### config.mk
export PLATFORM = sky130hd
export DESIGN_NAME = lis_top
export DESIGN_NICKNAME = d
export VERILOG_FILES = /design/src/lis_pkg.sv /design/src/lis_top.sv
export SDC_FILE = /design/constraint.sdc
export NUM_CORES = 1
export LEC_CHECK = 0
export BUFFER_PORTS_ARGS = -buffer_cell sky130_fd_sc_hd__buf_2
export CORE_UTILIZATION = 25
export CTS_BUF_LIST = sky130_fd_sc_hd__clkbuf_16
export CTS_CLUSTER_SIZE = 10
export DETAILED_ROUTE_END_ITERATION = 10
export GPL_ROUTABILITY_DRIVEN = 0
export HOLD_SLACK_MARGIN = 0.15
export PLACE_DENSITY_LB_ADDON = 0.1
export SETUP_SLACK_MARGIN = 0.5
export SLEW_MARGIN = 20
export SYNTH_ARGS = -nofsm -noshare
export SYNTH_HDL_FRONTEND = slang
export SYNTH_SLANG_ARGS = --single-unit
### constraint.sdc
create_clock -name mclk -period 2.5 [get_ports mclk]
set_clock_uncertainty 0.2 [all_clocks]
set_input_delay 0.125 -clock mclk [delete_from_list [all_inputs] [get_ports mclk]]
set_output_delay 0.125 -clock mclk [all_outputs]
set_load 0.01 [all_outputs]
### src/lis_pkg.sv
package lis_pkg;
  // Register map, byte addresses on the AXI4-Lite port
  localparam logic [7:0] LIS_SEL_OFS = 8'h00;
  localparam logic [7:0] LIS_STAT_OFS = 8'h04;
  // Selector fields in the select register
  localparam int LIS_CODE_W = 4;
  localparam int LIS_SEL_ONE_LSB = 0;
  localparam int LIS_SEL_TWO_LSB = 4;
  localparam int LIS_SEL_THREE_LSB = 8;
  localparam logic [11:0] LIS_SEL_RESET = 12'h000;
  // Status fields
  localparam int LIS_STAT_TERM_A_LSB = 0;
  localparam int LIS_STAT_TERM_B_LSB = 3;
  localparam int LIS_STAT_REQ_A_LSB = 8;
  localparam int LIS_STAT_REQ_B_LSB = 11;
  // Selector codes: three terminals closed, then the same three open
  localparam logic [3:0] LIS_CODE_CLOSED_FIRST = 4'h3;
  localparam logic [3:0] LIS_CODE_CLOSED_LAST = 4'h5;
  localparam logic [3:0] LIS_CODE_OPEN_FIRST = 4'hc;
  localparam logic [3:0] LIS_CODE_OPEN_LAST = 4'he;
  localparam logic [3:0] LIS_CODE_OFF = 4'hf;
  // AXI responses
  localparam logic [1:0] LIS_RESP_OKAY = 2'h0;
  localparam logic [1:0] LIS_RESP_SLVERR = 2'h2;

  typedef struct packed {
    logic [7:0] awaddr;
    logic awvalid;
    logic [31:0] wdata;
    logic [3:0] wstrb;
    logic wvalid;
    logic bready;
    logic [7:0] araddr;
    logic arvalid;
    logic rready;
  } lis_axi_req_type;

  typedef struct packed {
    logic awready;
    logic wready;
    logic [1:0] bresp;
    logic bvalid;
    logic arready;
    logic [31:0] rdata;
    logic [1:0] rresp;
    logic rvalid;
  } lis_axi_rsp_type;
endpackage

### src/lis_top.sv
// How it works
// RULE1 - First request codes 0-2, 6-B and F keep both axes inactive.
// RULE2 - Code 3: active while terminal 6 (A) or 12 (B) closed.
// RULE3 - Code 4: active while terminal 7 (A) or 13 (B) closed.
// RULE4 - Code 5: active while terminal 8 (A) or 14 (B) closed.
// RULE5 - Code C: axis A active while terminal 6 open.
// RULE6 - Code D: active while terminal 7 (A) or 13 (B) open.
// RULE7 - Code E: axis A active while terminal 8 open.
// RULE8 - Second request decodes every code exactly like the first.
// RULE9 - Third request decodes codes up to E like the first.
// RULE10 - Code C: axis B active while terminal 12 open.
// RULE11 - Code E: axis B active while terminal 14 open.
// RULE12 - Third request code F keeps both axes inactive.
// RULE13 - Terminals pass two flops before decode; requests are registered.
//
// The implementer's own choices: the register addresses and the AXI4-Lite slave port.
`timescale 1ns/1ps
`default_nettype none
module lis_top #(
  parameter int ADDR_W = 8
) (
  input wire logic mclk,
  input wire logic rst_b,
  input wire logic [2:0] connTermA,
  input wire logic [2:0] connTermB,
  input wire lis_pkg::lis_axi_req_type axiReq,
  output lis_pkg::lis_axi_rsp_type axiRsp,
  output logic [2:0] latchReqA,
  output logic [2:0] latchReqB
);

  // Map is decoded on eight address bits
  if (ADDR_W != 8) begin : g_chk
    $error("lis_top: ADDR_W must be 8");
  end

  typedef struct packed {
    logic [2:0] syncA1;
    logic [2:0] syncA2;
    logic [2:0] syncB1;
    logic [2:0] syncB2;
    logic [11:0] sel;
    logic [2:0] latchA;
    logic [2:0] latchB;
    logic awHeld;
    logic [7:0] awAddr;
    logic wHeld;
    logic [31:0] wData;
    logic [3:0] wStrb;
    lis_pkg::lis_axi_rsp_type rsp;
  } lis_state_type;

  lis_state_type st_q;
  lis_state_type st_d;

  // Decode one code against the three terminals of one axis
  function automatic logic lis_decode(
    input logic [3:0] code,
    input logic [2:0] term
  );
    logic r;
    r = 1'b0;
    if (code >= lis_pkg::LIS_CODE_CLOSED_FIRST &&
        code <= lis_pkg::LIS_CODE_CLOSED_LAST) begin // see RULE2
      r = term[2'(code - lis_pkg::LIS_CODE_CLOSED_FIRST)]; // see RULE3
    end else if (code >= lis_pkg::LIS_CODE_OPEN_FIRST &&
                 code <= lis_pkg::LIS_CODE_OPEN_LAST) begin // see RULE5
      r = ~term[2'(code - lis_pkg::LIS_CODE_OPEN_FIRST)]; // see RULE6
    end
    // All other codes, F included, leave r low: see RULE1
    return r;
  endfunction

  // Read data mux; unmapped addresses answer an error
  function automatic logic [31:0] lis_read(input lis_state_type s);
    logic [31:0] v;
    v = 32'h0000_0000;
    v[lis_pkg::LIS_STAT_TERM_A_LSB +: 3] = s.syncA2;
    v[lis_pkg::LIS_STAT_TERM_B_LSB +: 3] = s.syncB2;
    v[lis_pkg::LIS_STAT_REQ_A_LSB +: 3] = s.latchA;
    v[lis_pkg::LIS_STAT_REQ_B_LSB +: 3] = s.latchB;
    return v;
  endfunction

  // Next state: synchronisers, decode, register slave
  always_comb begin
    logic [3:0] code;
    code = 4'h0;
    st_d = st_q;
    // First flop feeds only the second; decode reads the second
    st_d.syncA1 = connTermA; // see RULE13
    st_d.syncA2 = st_q.syncA1;
    st_d.syncB1 = connTermB;
    st_d.syncB2 = st_q.syncB1;
    // Same decoder for all three requests keeps them identical
    for (int i = 0; i < 3; i++) begin
      code = st_q.sel[i*lis_pkg::LIS_CODE_W +: lis_pkg::LIS_CODE_W];
      st_d.latchA[i] = lis_decode(code, st_q.syncA2); // see RULE8
      st_d.latchB[i] = lis_decode(code, st_q.syncB2); // see RULE9
    end
    // Write address and data are taken in either order
    if (axiReq.awvalid && st_q.rsp.awready) begin
      st_d.awHeld = 1'b1;
      st_d.awAddr = axiReq.awaddr;
      st_d.rsp.awready = 1'b0;
    end
    if (axiReq.wvalid && st_q.rsp.wready) begin
      st_d.wHeld = 1'b1;
      st_d.wData = axiReq.wdata;
      st_d.wStrb = axiReq.wstrb;
      st_d.rsp.wready = 1'b0;
    end
    if (st_q.awHeld && st_q.wHeld && !st_q.rsp.bvalid) begin
      st_d.awHeld = 1'b0;
      st_d.wHeld = 1'b0;
      st_d.rsp.bvalid = 1'b1;
      st_d.rsp.bresp = lis_pkg::LIS_RESP_OKAY;
      if (st_q.awAddr == lis_pkg::LIS_SEL_OFS) begin
        if (st_q.wStrb[0]) begin
          st_d.sel[7:0] = st_q.wData[7:0];
        end
        if (st_q.wStrb[1]) begin
          st_d.sel[11:8] = st_q.wData[11:8];
        end
      end else if (st_q.awAddr != lis_pkg::LIS_STAT_OFS) begin
        st_d.rsp.bresp = lis_pkg::LIS_RESP_SLVERR;
      end
    end
    // Ready comes back only once the response is accepted
    if (st_q.rsp.bvalid && axiReq.bready) begin
      st_d.rsp.bvalid = 1'b0;
      st_d.rsp.awready = 1'b1;
      st_d.rsp.wready = 1'b1;
    end
    // Read answers on the same edge that accepts the address
    if (axiReq.arvalid && st_q.rsp.arready) begin
      st_d.rsp.arready = 1'b0;
      st_d.rsp.rvalid = 1'b1;
      st_d.rsp.rresp = lis_pkg::LIS_RESP_OKAY;
      st_d.rsp.rdata = 32'h0000_0000;
      if (axiReq.araddr == lis_pkg::LIS_SEL_OFS) begin
        st_d.rsp.rdata[11:0] = st_q.sel;
      end else if (axiReq.araddr == lis_pkg::LIS_STAT_OFS) begin
        st_d.rsp.rdata = lis_read(st_q);
      end else begin
        st_d.rsp.rresp = lis_pkg::LIS_RESP_SLVERR;
      end
    end
    if (st_q.rsp.rvalid && axiReq.rready) begin
      st_d.rsp.rvalid = 1'b0;
      st_d.rsp.arready = 1'b1;
    end
  end

  // Synchronous reset to constants only
  always_ff @(posedge mclk) begin
    if (!rst_b) begin
      st_q <= '0;
      st_q.sel <= lis_pkg::LIS_SEL_RESET;
      st_q.rsp.awready <= 1'b1;
      st_q.rsp.wready <= 1'b1;
      st_q.rsp.arready <= 1'b1;
    end else begin
      st_q <= st_d;
    end
  end

  // Outputs straight from flops
  assign axiRsp = st_q.rsp;
  assign latchReqA = st_q.latchA;
  assign latchReqB = st_q.latchB;

  wire [3:0] selOne = st_q.sel[3:0];
  wire [3:0] selTwo = st_q.sel[7:4];
  wire [3:0] selThree = st_q.sel[11:8];
endmodule
`default_nettype wire

=== After elaboration in Yosys (flattened, before gate mapping) ===
Cells that the tools add are included.

* Input bits: 65
* Flip-flop bits (word level): 95
* Output and inout bits: 47
* Logic and storage cells: 118

* Reduce and logical (&&, ||, !) cells: 21
* $add $sub $neg: 6
* Eq/ne operators: 2
* Bitwise operators: 7
* Magnitude comparators: 18
* Muxes and demuxes: 43

{| class="wikitable"
|+ Operators by type and width
! cell !! count
|-
| binary-select mux 1 bit (select 2 bit) || 12
|-
| 2-to-1 mux 1 bit || 24
|-
| 2-to-1 mux 20 bit || 1
|-
| less-than comparator 2 x 3 -> 1 bit (second input constant) || 6
|-
| zero test 8 bit || 2
|-
| 2-to-1 mux 14 bit || 1
|-
| logical AND 1 bit || 13
|-
| >= comparator 4 x 2 -> 1 bit (second input constant) || 3
|-
| >= comparator 4 bit (second input constant) || 3
|-
| less-or-equal comparator 4 x 3 -> 1 bit (second input constant) || 3
|-
| less-or-equal comparator 4 bit (second input constant) || 3
|-
| 2-to-1 mux 12 bit || 1
|-
| == test 8 x 3 -> 1 bit (second input constant) || 1
|-
| 2-to-1 mux 2 bit || 4
|-
| != test 8 x 3 -> 1 bit (second input constant) || 1
|-
| inverter 1 bit || 7
|-
| AND reduction 3 bit || 2
|-
| OR reduction 2 bit || 3
|-
| subtractor 2 x 1 -> 2 bit (second input constant) || 3
|-
| subtractor 2 bit (second input constant) || 3
|-
| zero test 1 bit || 1
|}

=== Logic depth before layout (Yosys ltp) ===
Gate-level depths: netlist (run 1).

* Depth in word-level cells: 6
* Gate-level depth with buffers: 6
* Depth with buffers taken out: 5

=== Worst setup path after synthesis (run 1) ===
Ideal clock, no wire load.

* Path type: reg2reg
* Start point: reg st_q[81] (netlist bit)
* End point: reg st_q, in the netlist selOne[0]
* Path buffers: 0
* Data arrival time: 1.652 ns
* Stages on the path, launching flop included: 4
* Clock period less this slack: 1.923 ns
* Slack: 0.577 ns
* Library setup time: 0.072 ns
* Data required time: 2.228 ns
* Cell sequence: dfxtp_1 -> or4_4 -> nor4_4 -> mux2i_1

* Longest elaborated chain between the ends: 2

{| class="wikitable"
|+ RTL lines
! what !! line !! text
|-
| from (decl) || lis_top.sv:53 || <nowiki>lis_state_type st_q;</nowiki>
|-
| from (signal assigned) || lis_top.sv:164 || <nowiki>st_q <= st_d;</nowiki>
|-
| zero test 8 bit || lis_top.sv:118 || <nowiki>if (st_q.awAddr == lis_pkg::LIS_SEL_OFS) begin</nowiki>
|-
| AND reduction 3 bit (no line) || - ||
|}

Every way passes these cells.
A chain may end at the register's enable or synchronous reset.

==> results.md, run 1 <==
* Outcome: finished, final reports clean
* Critical-path cell list: buf_2, dlygate4sd3_1, nand3_1, o21ai_1, dlygate4sd3_1
* # setup viols final at 0
* Die height at 122 um
* Drt total wl at 8190 um
* Synthesized area per cell at 8.93 um^2
* Final Cycle Share at 74.5%
* Top cell type's share of synthesized area at 41.6%
* Flop pwr share at 42.5%
* Clock group share of total power at 48.6%
* Rel. slew slack at 65.1%
* DRC at 0
* Unique masters post-synth at 36
* Max clock buf depth at 2
* Global Route Usage Sum at 12.1%
* ANT nets after route at 0
* Vias/cell at 4.13
* Number of global-route vias before repair at 2672
* CTS Root Cell: clkbuf_16
* Largest stage delay on the critical path at 0.82 ns
* Area delta synth->final at 30.2%
* Count of buffers from port buffering at 69
* Most area-consuming cells after synthesis: dfxtp_1 (42%), buf_4 (9.8%), nand2_1 (8.1%)
* Die area at 14900 um^2
* Clk slew on worst S/H paths at 0.06 ns
* Post-CTS setup buffer count at 0
* Maximum VDD drop at 0.336 mV
* Starting Density at 25.8%
* Synth Cell Area at 3610 um^2
* Max_cap viols at 0
* Crit-path max FO at 8
* DP Wirelength at 5700 um
* Hold/Removal Path Class: primary input to flop
* Largest net degree at the start of global routing at 26
* Clock sink count at 75
* NetSw at 0.638 mW
* P_int at 2.34 mW
* Top-count cell post-synth: nand2_1
* Setup TNS Final at 0 ns
* Required time of the critical path at 2.57 ns
* Static Leakage at 1.94 nW
* Clk_lat worst skew at 0.33 ns
* Highest Clock Rate at 0.537 GHz
* Via count at 2798
* Finished layout cell area at 4700 um^2
* CTS tree: done
* FF+latch count, synth at 75
* CP dominant cell by count: dlygate4sd3_1
* Gate power share at 8.9%
* Floorplan core area at 14000 um^2
* Post-DP Area at 3880 um^2
* CP endpoint kind: flop
* Total gr overflow at 0
* Crit Path Category: primary input to flop
* Worst slew pin tran at 0.523 ns
* Switching part of the total at 21.4%
* Power Density at 634 nW/um^2
* Number of buffers created by CTS at 9
* # diodes at 0
* Max Slew Vio Count at 0
* First-pass GRT wire length at 13700 um
* Startpoint Class: primary input
* Post-synth ARST share at 0%
* Critical Path Slowest Stage Cell: dlygate4sd3_1
* 1st-pass router iterations at 4
* Initial antenna violation count at 0
* Iter 0 DRT Violations at 69
* Yosys warns at 0
* Post-synth EDFFs at 0
* Sequential share of the synthesized area at 41.6%
* Fin nets at 566
* Cell taking the most area after synthesis: dfxtp_1
* RSZ-0062 raised after global routing: no
* H-tree levels at 3
* Final Hold Fails at 0
* Critical Path AT at 1.94 ns
* Die W at 122 um
* Fin crit period at 1.86 ns
* Post-synth top cells: nand2_1 (78), dfxtp_1 (75), buf_4 (47), mux2i_1 (29), a21boi_1 (24)
* Standard-cell rows at 43
* Wire length per cell at 12.1 um
* Layout cell share with drive strength beyond 1 at 19.1%
* Top FF cell, synth: dfxtp_1
* Post-Syn Instances at 404
* Ports at 112
==> power by group through the flow <==
stage / combinational, mW / clock (mW) / sequential, mW
CTS: 0.270 / 1.52 / 1.27
global route: 0.299 / 1.57 / 1.27
detailed placement: 0.211 / 0 / 1.29
finish: 0.265 / 1.45 / 1.27
global placement: 0.209 / 0 / 1.29
floorplan: 0.177 / 0 / 1.28
==> worst paths after layout <==
path	startpoint	slack [ns]	cells after the start	endpoint
max reg2reg	selTwo[1]$_SDFFE_PN0P_	0.64	5	latchReqA[1]$_SDFF_PN0_
min	rst_b	0.16	3	st_q[86]$_SDFFE_PP0P_
min reg2reg	st_d[106]$_SDFF_PN0_	0.23	1	st_q[106]$_SDFF_PN0_
max	rst_b	0.64	5	axiRsp[16]$_SDFFE_PN0P_
==> layer usage <==
| layer | part of all wire, % | routed length (um) | track usage, % |
|---|---|---|---|
| met4 | 0.95 | 78 | 3.66 |
| met3 | 4.3 | 356 | 4.35 |
| met1 | 51 | 4200 | 15.6 |
| met2 | 43 | 3560 | 18.6 |
| met5 | 0 | 0 | 0 |
==> stage by stage <==
step                util [%]  total power [mW]  hold WS (ns)  instances  setup slack (ns)
global placement        27.7              1.50         0.139        613             0.582
global route            33.6              3.14         0.174        677             0.509
finish                  33.6              2.98         0.158        677             0.637
CTS                     33.6              3.05         0.163        677             0.543
floorplan                  -              1.46        0.0254        423             0.577
detailed placement      27.7              1.50         0.142        613             0.547
==> cells by family after synthesis <==
| family | count (synthesis) | share of synthesized area, % |
|---|---|---|
| and+or+nand+nor | 141 | 19.9 |
| buffers and inverters | 78 | 13.4 |
| DFF | 75 | 41.6 |
| AOI/OAI and AO/OA | 65 | 11.9 |
| muxes | 35 | 9.92 |
| adders and majority gates | 9 | 3.12 |
| other | 1 | 0.104 |
==> critical path, delay by kind of cell <==
kind / cells / cell delay, ns
simple gates: 1 / 0.12
compound gates: 1 / 0.13
buf+inv: 3 / 1.56
==> placed cells by master, fill, tap and decap left out, types with 8 or more instances in the layout <==
| master | instances |
|---|---|
| ha_1 | 9 |
| dfxtp_1 | 74 |
| nand2_1 | 78 |
| nand3_1 | 15 |
| buf_2 | 69 |
| a21boi_1 | 24 |
| o21ai_1 | 16 |
| and2_1 | 15 |
| buf_4 | 8 |
| nor3b_1 | 9 |
| conb_1 | 20 |
| inv_1 | 10 |
| dlygate4sd3_1 | 47 |
| mux2i_1 | 29 |
| clkbuf_16 | 9 |
==> layout make-up <==
type                       count  area (um^2)
clock buffer                   9          225
clock inverter                 7          106
fill                        1504         9290
inverter                      11         55.1
multi-input combinational    270         1690
sequential                    75         1500
tap                          180          225
timing repair buffer         125          888
==> registers in the layout, indices dropped and copies added (netlist names) <==
signal	count
selThree	4
latchReqB	3
selOne	4
st_d	6
selTwo	4
st_q	30
axiRsp	21
latchReqA	3
==> timing repair <==
| action | 4_1_cts | 5_1_grt |
|---|---|---|
| endpoints found under the setup margin | 0 | 3 |
| hold buffers | 48 | 0 |
| endpoints found under the hold margin | 55 | 0 |
| gates resized for setup | 0 | 2 |
Note: power is estimated with default switching activity, not from simulation.
==> inputs of run 2 (changes only) <==
==> constraint.sdc (replaced) <==
create_clock -name mclk -period 1.59 [get_ports mclk]
set_clock_uncertainty 0.2 [all_clocks]
set_input_delay 0.0795 -clock mclk [delete_from_list [all_inputs] [get_ports mclk]]
set_output_delay 0.0795 -clock mclk [all_outputs]
set_load 0.01 [all_outputs]
==> run 2 against run 1 <==
  * The run now ends with negative hold slack, negative setup slack left
  * Non-clock buffer count is 17 higher
  * Wire length is 7.4% higher
  * Register-to-register slack worse by 0.90 ns
  * Critical path depth is 1 lower
  * Die area stayed put
  * Clock power is 31% higher
  * Via count is 6.1% higher
  * Design area is 15% higher
  * Total power is 50% higher
  * Worst hold slack worse by 0.26 ns
  * Global-route usage is 0.62 points higher
  * Final cell count is 2.7% higher
==> results.md, run 2 (same netlist as run 1, synthesis figures left out) <==
* Largest Register: st_q
* Number of global-route vias before repair at 2890 (+8.2%)
* R2R setup slack at -0.26 ns (-0.90 ns)
* Final Hold Fails at 15 (+15)
* Max clock buf depth at 2 (unchanged)
* Number of flip-flops under the largest register name at 30 (unchanged)
* Initial antenna violation count at 0 (unchanged)
* Fin util at 38.7% (+5.2 points)
* H-tree levels at 3 (unchanged)
* RSZ-0062 raised after global routing: yes
* Startpoint Class: flop
* Drt total wl at 8800 um (+7.4%)
* Critical Path Slowest Stage Cell: or4_4
* Vias/cell at 4.27 (+3.4%)
* Placed Cells at 633 (+3.3%)
* Die area at 14900 um^2 (unchanged)
* Global Route Usage Sum at 12.7% (+0.62 points)
* Standard-cell rows at 43 (unchanged)
* Failing checks: negative hold slack, negative setup slack
* Number of buffers created by CTS at 9 (unchanged)
* Static Leakage at 2.21 nW (+14%)
* Hold/Removal Path Class: primary input to flop
* Final Cycle Share at 117%
* Via count at 2970 (+6.1%)
* CP endpoint kind: flop
* # setup viols final at 12 (+12)
* Clk_lat worst skew at 0.33 ns (about the same)
* Hold Path End: axiRsp[10]$_SDFFE_PN0P_
* Crit Path Category: flop to flop
* Commonest non-fill, non-tap cell in the layout: nand2_1
* Die W at 122 um (unchanged)
* Largest net degree at the start of global routing at 29 (+12%)
* Fin nets at 585 (+3.4%)
* Max Slew Vio Count at 0 (unchanged)
* RR Endpoint: selOne[3]$_SDFFE_PN0P_
* Crit-path max FO at 8 (unchanged)
* Hold Crit Depth at 4 (+1)
* DRC at 0 (unchanged)
* First-pass GRT wire length at 14400 um (+5.2%)
* Floorplan core area at 14000 um^2 (unchanged)
* Ports at 112 (unchanged)
* Total gr overflow at 0 (unchanged)
* Largest stage delay on the critical path at 0.57 ns (-0.25 ns)
* Pwr Total at 4.45 mW (+50%)
* FF-to-FF path depth at 4 (-1)
* Iter 0 DRT Violations at 122 (+77%)
* Final worst setup slack at -0.264 ns (-0.901 ns)
* Critical-path cell list: or4_4, nor4_4, buf_12, mux2i_1
* Clk slew on worst S/H paths at 0.05 ns (about the same)
* Highest Clock Rate at 0.539 GHz
* Critical Path AT at 1.91 ns (-0.03 ns)
* Final hold slack at -0.0980 ns (-0.256 ns)
* DP Wirelength at 6020 um (+5.6%)
* # diodes at 0 (unchanged)
* Fill cell count at 1439 (-4.3%)
* Wire length per cell at 12.7 um (+4.6%)
* Count of buffers from port buffering at 69 (unchanged)
* Area delta synth->final at 50.2%
* Maximum VDD drop at 0.456 mV (+36%)
* Die height at 122 um (unchanged)
* Clock sink count at 75 (unchanged)
* Most frequent cells in the layout: nand2_1 (57), buf_2 (50), dfxtp_1 (40), buf_6 (34)
* ANT nets after route at 0 (unchanged)
* Post-Layout Cell Count at 695 (+2.7%)
* Power Density at 821 nW/um^2 (+30%)
* Required time of the critical path at 1.65 ns (-0.92 ns)
* Hold_sp: axiReq[6]
* Fin crit period at 1.85 ns
* Pre-CTS setup slack at -0.259 ns (-0.807 ns)
* 1st-pass router iterations at 4 (unchanged)
* CTS Root Cell: clkbuf_16
* Outcome: finished, violations left
* Starting Density at 25.8% (unchanged)
* Reg2reg start: st_q[81]$_SDFFE_PN0P_
* CTS tree: done
* Layout cell share with drive strength beyond 1 at 47.6% (+28 points)
* Max_cap viols at 0 (unchanged)
[run 2: cell types whose count changed in the layout (fill, tap and decap cells not counted), moves of 16 or more]
cell	delta
buf_6	+34
dlygate4sd3_1	-16
dfxtp_1	-34
dfxtp_2	+30
nand2_1	-21
buf_2	-19
[run 2: worst max path at each step]
stage                                from                endpoint  slack, ns  cells past startpoint
floorplan           st_q[81]$_SDFFE_PN0P_  selOne[0]$_SDFFE_PN0P_      -0.33                      3
CTS                 st_q[81]$_SDFFE_PN0P_  selOne[3]$_SDFFE_PN0P_      -0.29                      4
global route        st_q[81]$_SDFFE_PN0P_  selOne[3]$_SDFFE_PN0P_      -0.35                      4
detailed placement  st_q[81]$_SDFFE_PN0P_  selOne[3]$_SDFFE_PN0P_      -0.26                      4
global placement    st_q[81]$_SDFFE_PN0P_  selTwo[3]$_SDFFE_PN0P_      -0.25                      4
finish              st_q[81]$_SDFFE_PN0P_  selOne[3]$_SDFFE_PN0P_      -0.26                      4
[run 2: what timing repair did]
action                     in CTS  in global routing
buffers inserted               10                  1
hold endpoints to repair       56                 47
pin swaps                      43                 18
resized for setup             103                 64
hold buffers                   32                  1
setup endpoints to repair      76                 81
cloned                          3                  2
[run 2: per-stage QoR]
stage               area [um^2]  TNS (ns)  hold slack (ns)
floorplan                  3810     -3.57          -0.0277
global placement           4120     -2.87           0.0862
detailed placement         4120     -3.16           0.0894
CTS                        5150     -2.96           -0.134
global route               5420     -3.85          -0.0888
finish                     5420     -2.69          -0.0980
[run 2: worst max-delay path, delay by kind of cell (launching register included)]
kind	cells	cell delay, ns
flip-flops	1	0.31
multiplexers	1	0.18
buffers and inverters	1	0.17
AND/OR/NAND/NOR	2	0.90
[run 2: final cells by class]
| cell class | instances | area (um^2) | area share (%) |
|---|---|---|---|
| Sequential cell | 75 | 1560 | 28.7 |
| Tap cell | 180 | 225 | 4.16 |
| Multi-Input combinational cell | 272 | 2120 | 39.1 |
| Clock buffer | 9 | 225 | 4.16 |
| Inverter | 11 | 60.1 | 1.11 |
| Clock inverter | 6 | 50.0 | 0.924 |
| Timing Repair Buffer | 142 | 1180 | 21.8 |
[run 2: power breakdown]
group	leakage [nW]	total, mW	internal [mW]	switching (mW)
clock	0.143	1.90	1.18	0.722
sequential	0.628	1.99	1.94	0.0449
combinational	1.44	0.563	0.297	0.266
total	2.21	4.45	3.42	1.03
[run 2: routing by layer]
| layer | GRT usage, % | vias to the layer above | wire [um] |
|---|---|---|---|
| met3 | 4.07 | 11 | 442 |
| li1 | - | 1515 | - |
| met2 | 19.7 | 78 | 4000 |
| met5 | 0 | - | 0 |
| met4 | 5.03 | 0 | 129 |
| met1 | 16.2 | 1366 | 4220 |
==> inputs of run 3 (changes only) <==
--- a/config.mk
+++ b/config.mk
@@ -5,6 +5,7 @@
 export SDC_FILE = /design/constraint.sdc
 export NUM_CORES = 1
 export LEC_CHECK = 0
+export ABC_AREA = 1
 export BUFFER_PORTS_ARGS = -buffer_cell sky130_fd_sc_hd__buf_2
 export CORE_UTILIZATION = 25
 export CTS_BUF_LIST = sky130_fd_sc_hd__clkbuf_16
==> run 3 against run 2 <==
  * The run ends with negative hold slack left
  * Sequential power increased by 4%
  * Register-to-register slack improved by 0.48 ns
  * Design area increased by 1.6%
  * Core utilization decreased by 0.99 points
  * Highest routed layer unchanged
  * Largest power group unchanged
  * Largest cell class unchanged
  * Critical endpoint is now selTwo[2]$_SDFFE_PN0P_
  * First-iteration DRC count unchanged
==> results.md, run 3 <==
* DRC at 0 (unchanged)
* FF+latch count, synth at 75 (unchanged)
* Ports at 112 (unchanged)
* Vias/cell at 4.17 (-2.4%)
* Count of buffers from port buffering at 69 (unchanged)
* Post-DP Area at 4230 um^2 (+2.7%)
* Final Hold Fails at 9 (-6)
* Main combinational cell family by area after synthesis: simple AND/OR/NAND/NOR gates
* Synth Cell Area at 3760 um^2 (+4.1%)
* Via count at 3406 (+15%)
* Area delta synth->final at 46.6%
* Number of buffers created by CTS at 9 (unchanged)
* Simple-gate share of the synthesized area at 30.2% (+10 points)
* Top-count cell post-synth: nand2_1
* Die area at 15500 um^2 (+4.1%)
* Iter 0 DRT Violations at 122 (unchanged)
* CTS tree: done
* Post-synth top cells: nand2_1 (102), nor2_1 (82), dfxtp_1 (75), nand3_1 (63), inv_1 (50)
* Global Route Usage Sum at 12.5% (-0.13 points)
* Unique masters post-synth at 29 (-19%)
* Wire length per cell at 11.6 um (-8.6%)
* Critical Path AT at 1.40 ns (-0.51 ns)
* Flop pwr share at 43.6% (-1.0 points)
* H-tree levels at 3 (unchanged)
* Clock group share of total power at 40.7% (-2.0 points)
* R2R setup slack at 0.22 ns (+0.48 ns)
* CP endpoint kind: flop
* Static Leakage at 2.44 nW (+11%)
* Power Density at 860 nW/um^2 (+4.7%)
* Sequential share of the synthesized area at 40.0% (-1.6 points)
* Highest Clock Rate at 0.728 GHz (+35%)
* Adder-Cell Fraction of Synth Area at 3.00% (-0.12 points)
* Switching part of the total at 25.7% (+2.5 points)
* ANT nets after route at 0 (unchanged)
* Commonest non-fill, non-tap cell in the layout: nand2_1
* Final hold slack at -0.0809 ns (+0.0171 ns)
* Post-synth EDFFs at 0 (unchanged)
* Standard-cell rows at 44 (+2.3%)
* Starting Density at 25.7% (-0.041 points)
* Max Slew Vio Count at 0 (unchanged)
* Clk_lat worst skew at 0.34 ns (about the same)
* Required time of the critical path at 1.62 ns (-0.03 ns)
* Most area-consuming cells after synthesis: dfxtp_1 (40%), nand2_1 (10%), buf_4 (9.8%)
* Mux cell area share after synthesis at 0% (-9.9 points)
* Setup TNS Final at 0 ns (+2.69 ns)
* Number of global-route vias before repair at 3285 (+14%)
* 1st-pass router iterations at 4 (unchanged)
* Failing checks: negative hold slack
* Max clock buf depth at 2 (unchanged)
* Layout cell share with drive strength beyond 1 at 38.4% (-9.2 points)
* Hold/Removal Path Class: primary input to flop
* Number of flip-flops under the largest register name at 30 (unchanged)
* Finished layout cell area at 5510 um^2 (+1.6%)
* XOR/XNOR share of the synthesized area at 0% (unchanged)
* P_int at 3.52 mW (+2.9%)
* Fin crit period at 1.37 ns (-0.481 ns)
* Die height at 125 um (+2.0%)
* Startpoint Class: flop
* Pwr Total at 4.74 mW (+6.4%)
* Cell taking the most area after synthesis: dfxtp_1
* NetSw at 1.22 mW (+18%)
* Clk slew on worst S/H paths at 0.06 ns (about the same)
* Yosys warns at 0 (unchanged)
* Post-Syn Instances at 529 (+31%)
* Compound-Gate Fraction of Synth Area at 8.86% (-3.1 points)
* DP Wirelength at 6320 um (+5.0%)
* Largest Register: st_q
* Crit Path Category: flop to flop
* Maximum VDD drop at 0.498 mV (+9.1%)
* Outcome: finished, violations left
* Largest net degree at the start of global routing at 39 (+34%)
* Most frequent cells in the layout: nand2_1 (93), nor2_1 (67), buf_2 (45), inv_1 (41), dfxtp_1 (39)
* # setup viols final at 0 (-12)
* Initial antenna violation count at 0 (unchanged)
* Crit-path max FO at 8 (unchanged)
* CTS Root Cell: clkbuf_16
* Gate power share at 15.6% (+3.0 points)
* Drt total wl at 9450 um (+7.4%)
* First-pass GRT wire length at 15200 um (+6.0%)
* Clock sink count at 75 (unchanged)
* Final Cycle Share at 86.3% (-30 points)
* Die W at 125 um (+2.0%)
* Max_cap viols at 0 (unchanged)
* Top cell type's share of synthesized area at 40.0% (-1.6 points)
* Synthesized area per cell at 7.10 um^2 (-20%)
* Floorplan core area at 14600 um^2 (+4.3%)
* Total gr overflow at 0 (unchanged)
* Post-synth ARST share at 0% (unchanged)
* Top FF cell, synth: dfxtp_1
* # diodes at 0 (unchanged)
* Fin nets at 704 (+20%)
* RSZ-0062 raised after global routing: yes
[run 3: cell types whose count changed after synthesis, sizes merged, moves of 10 or more]
| cell | delta |
|---|---|
| a21oi | +25 |
| nand2 | +27 |
| inv | +42 |
| and2 | -15 |
| buf | +12 |
| a21boi | -24 |
| o21ai | +10 |
| nor2 | +82 |
| mux2i | -29 |
| clkbuf | -15 |
| nand3 | +49 |
[run 3: area by class of cell]
type / count / area (um^2)
Clock inverter: 5 / 47.5
Timing Repair inverter: 4 / 46.3
Multi-Input combinational cell: 357 / 2060
Tap cell: 184 / 230
Inverter: 53 / 233
Sequential cell: 75 / 1570
Clock buffer: 9 / 225
Fill cell: 1508 / 9080
Timing Repair Buffer: 130 / 1100
[run 3: layer usage]
| layer | track usage (%) | routed length [um] | up-vias |
|---|---|---|---|
| met4 | 5.32 | 218 | 0 |
| li1 | - | - | 1808 |
| met1 | 14.0 | 4270 | 1509 |
| met5 | 0 | 0 | - |
| met2 | 21.4 | 4540 | 74 |
| met3 | 4.55 | 414 | 15 |
[run 3: worst max-delay path: stages, from the launching register on]
cell and delay [ns]:
dfxtp_1 0.31, nor2_2 0.11, nand2_2 0.09, nor2_4 0.17, buf_12 0.16, nand2_8 0.08, nand2_1 0.08, a21oi_1 0.06
[run 3: logic make-up after synthesis]
kind of cell	Yosys count
adders and majority gates	9
AOI/OAI and AO/OA	64
other	1
buffers and inverters	118
and+or+nand+nor	262
DFF	75
[run 3: timing repair]
item	CTS	global route
setup buffers	12	4
setup endpoints to repair	76	85
pin swaps	22	14
gates resized for setup	81	55
hold buffers	30	1
hold endpoints to repair	75	67
gates cloned	5	2
[run 3: final timing paths]
check / from / cells past startpoint / end
setup / recovery: st_q[85]$_SDFFE_PN0P_ / 7 / selTwo[2]$_SDFFE_PN0P_
hold / removal: rst_b / 4 / axiRsp[39]$_SDFFE_PP1P_
setup reg to reg: st_q[85]$_SDFFE_PN0P_ / 7 / selTwo[2]$_SDFFE_PN0P_
hold reg to reg: st_d[107]$_SDFF_PN0_ / 2 / st_q[107]$_SDFF_PN0_
[run 3: through the flow]
step	utilization, %	setup WS [ns]	cells
detailed placement	29.0	0.143	749
finish	37.7	0.217	817
global placement	29.0	0.132	749
CTS	35.8	0.223	810
floorplan	-	0.158	548
global route	37.7	0.114	817
[run 3: power groups by stage]
| stage | Sequential (mW) | Clock, mW | Combinational, mW |
|---|---|---|---|
| after floorplan | 2.08 | 0 | 0.438 |
| after global placement | 2.09 | 0 | 0.506 |
| after detailed placement | 2.09 | 0 | 0.509 |
| after CTS | 2.06 | 2.02 | 0.676 |
| after global routing | 2.08 | 2.09 | 0.821 |
| final | 2.07 | 1.93 | 0.740 |
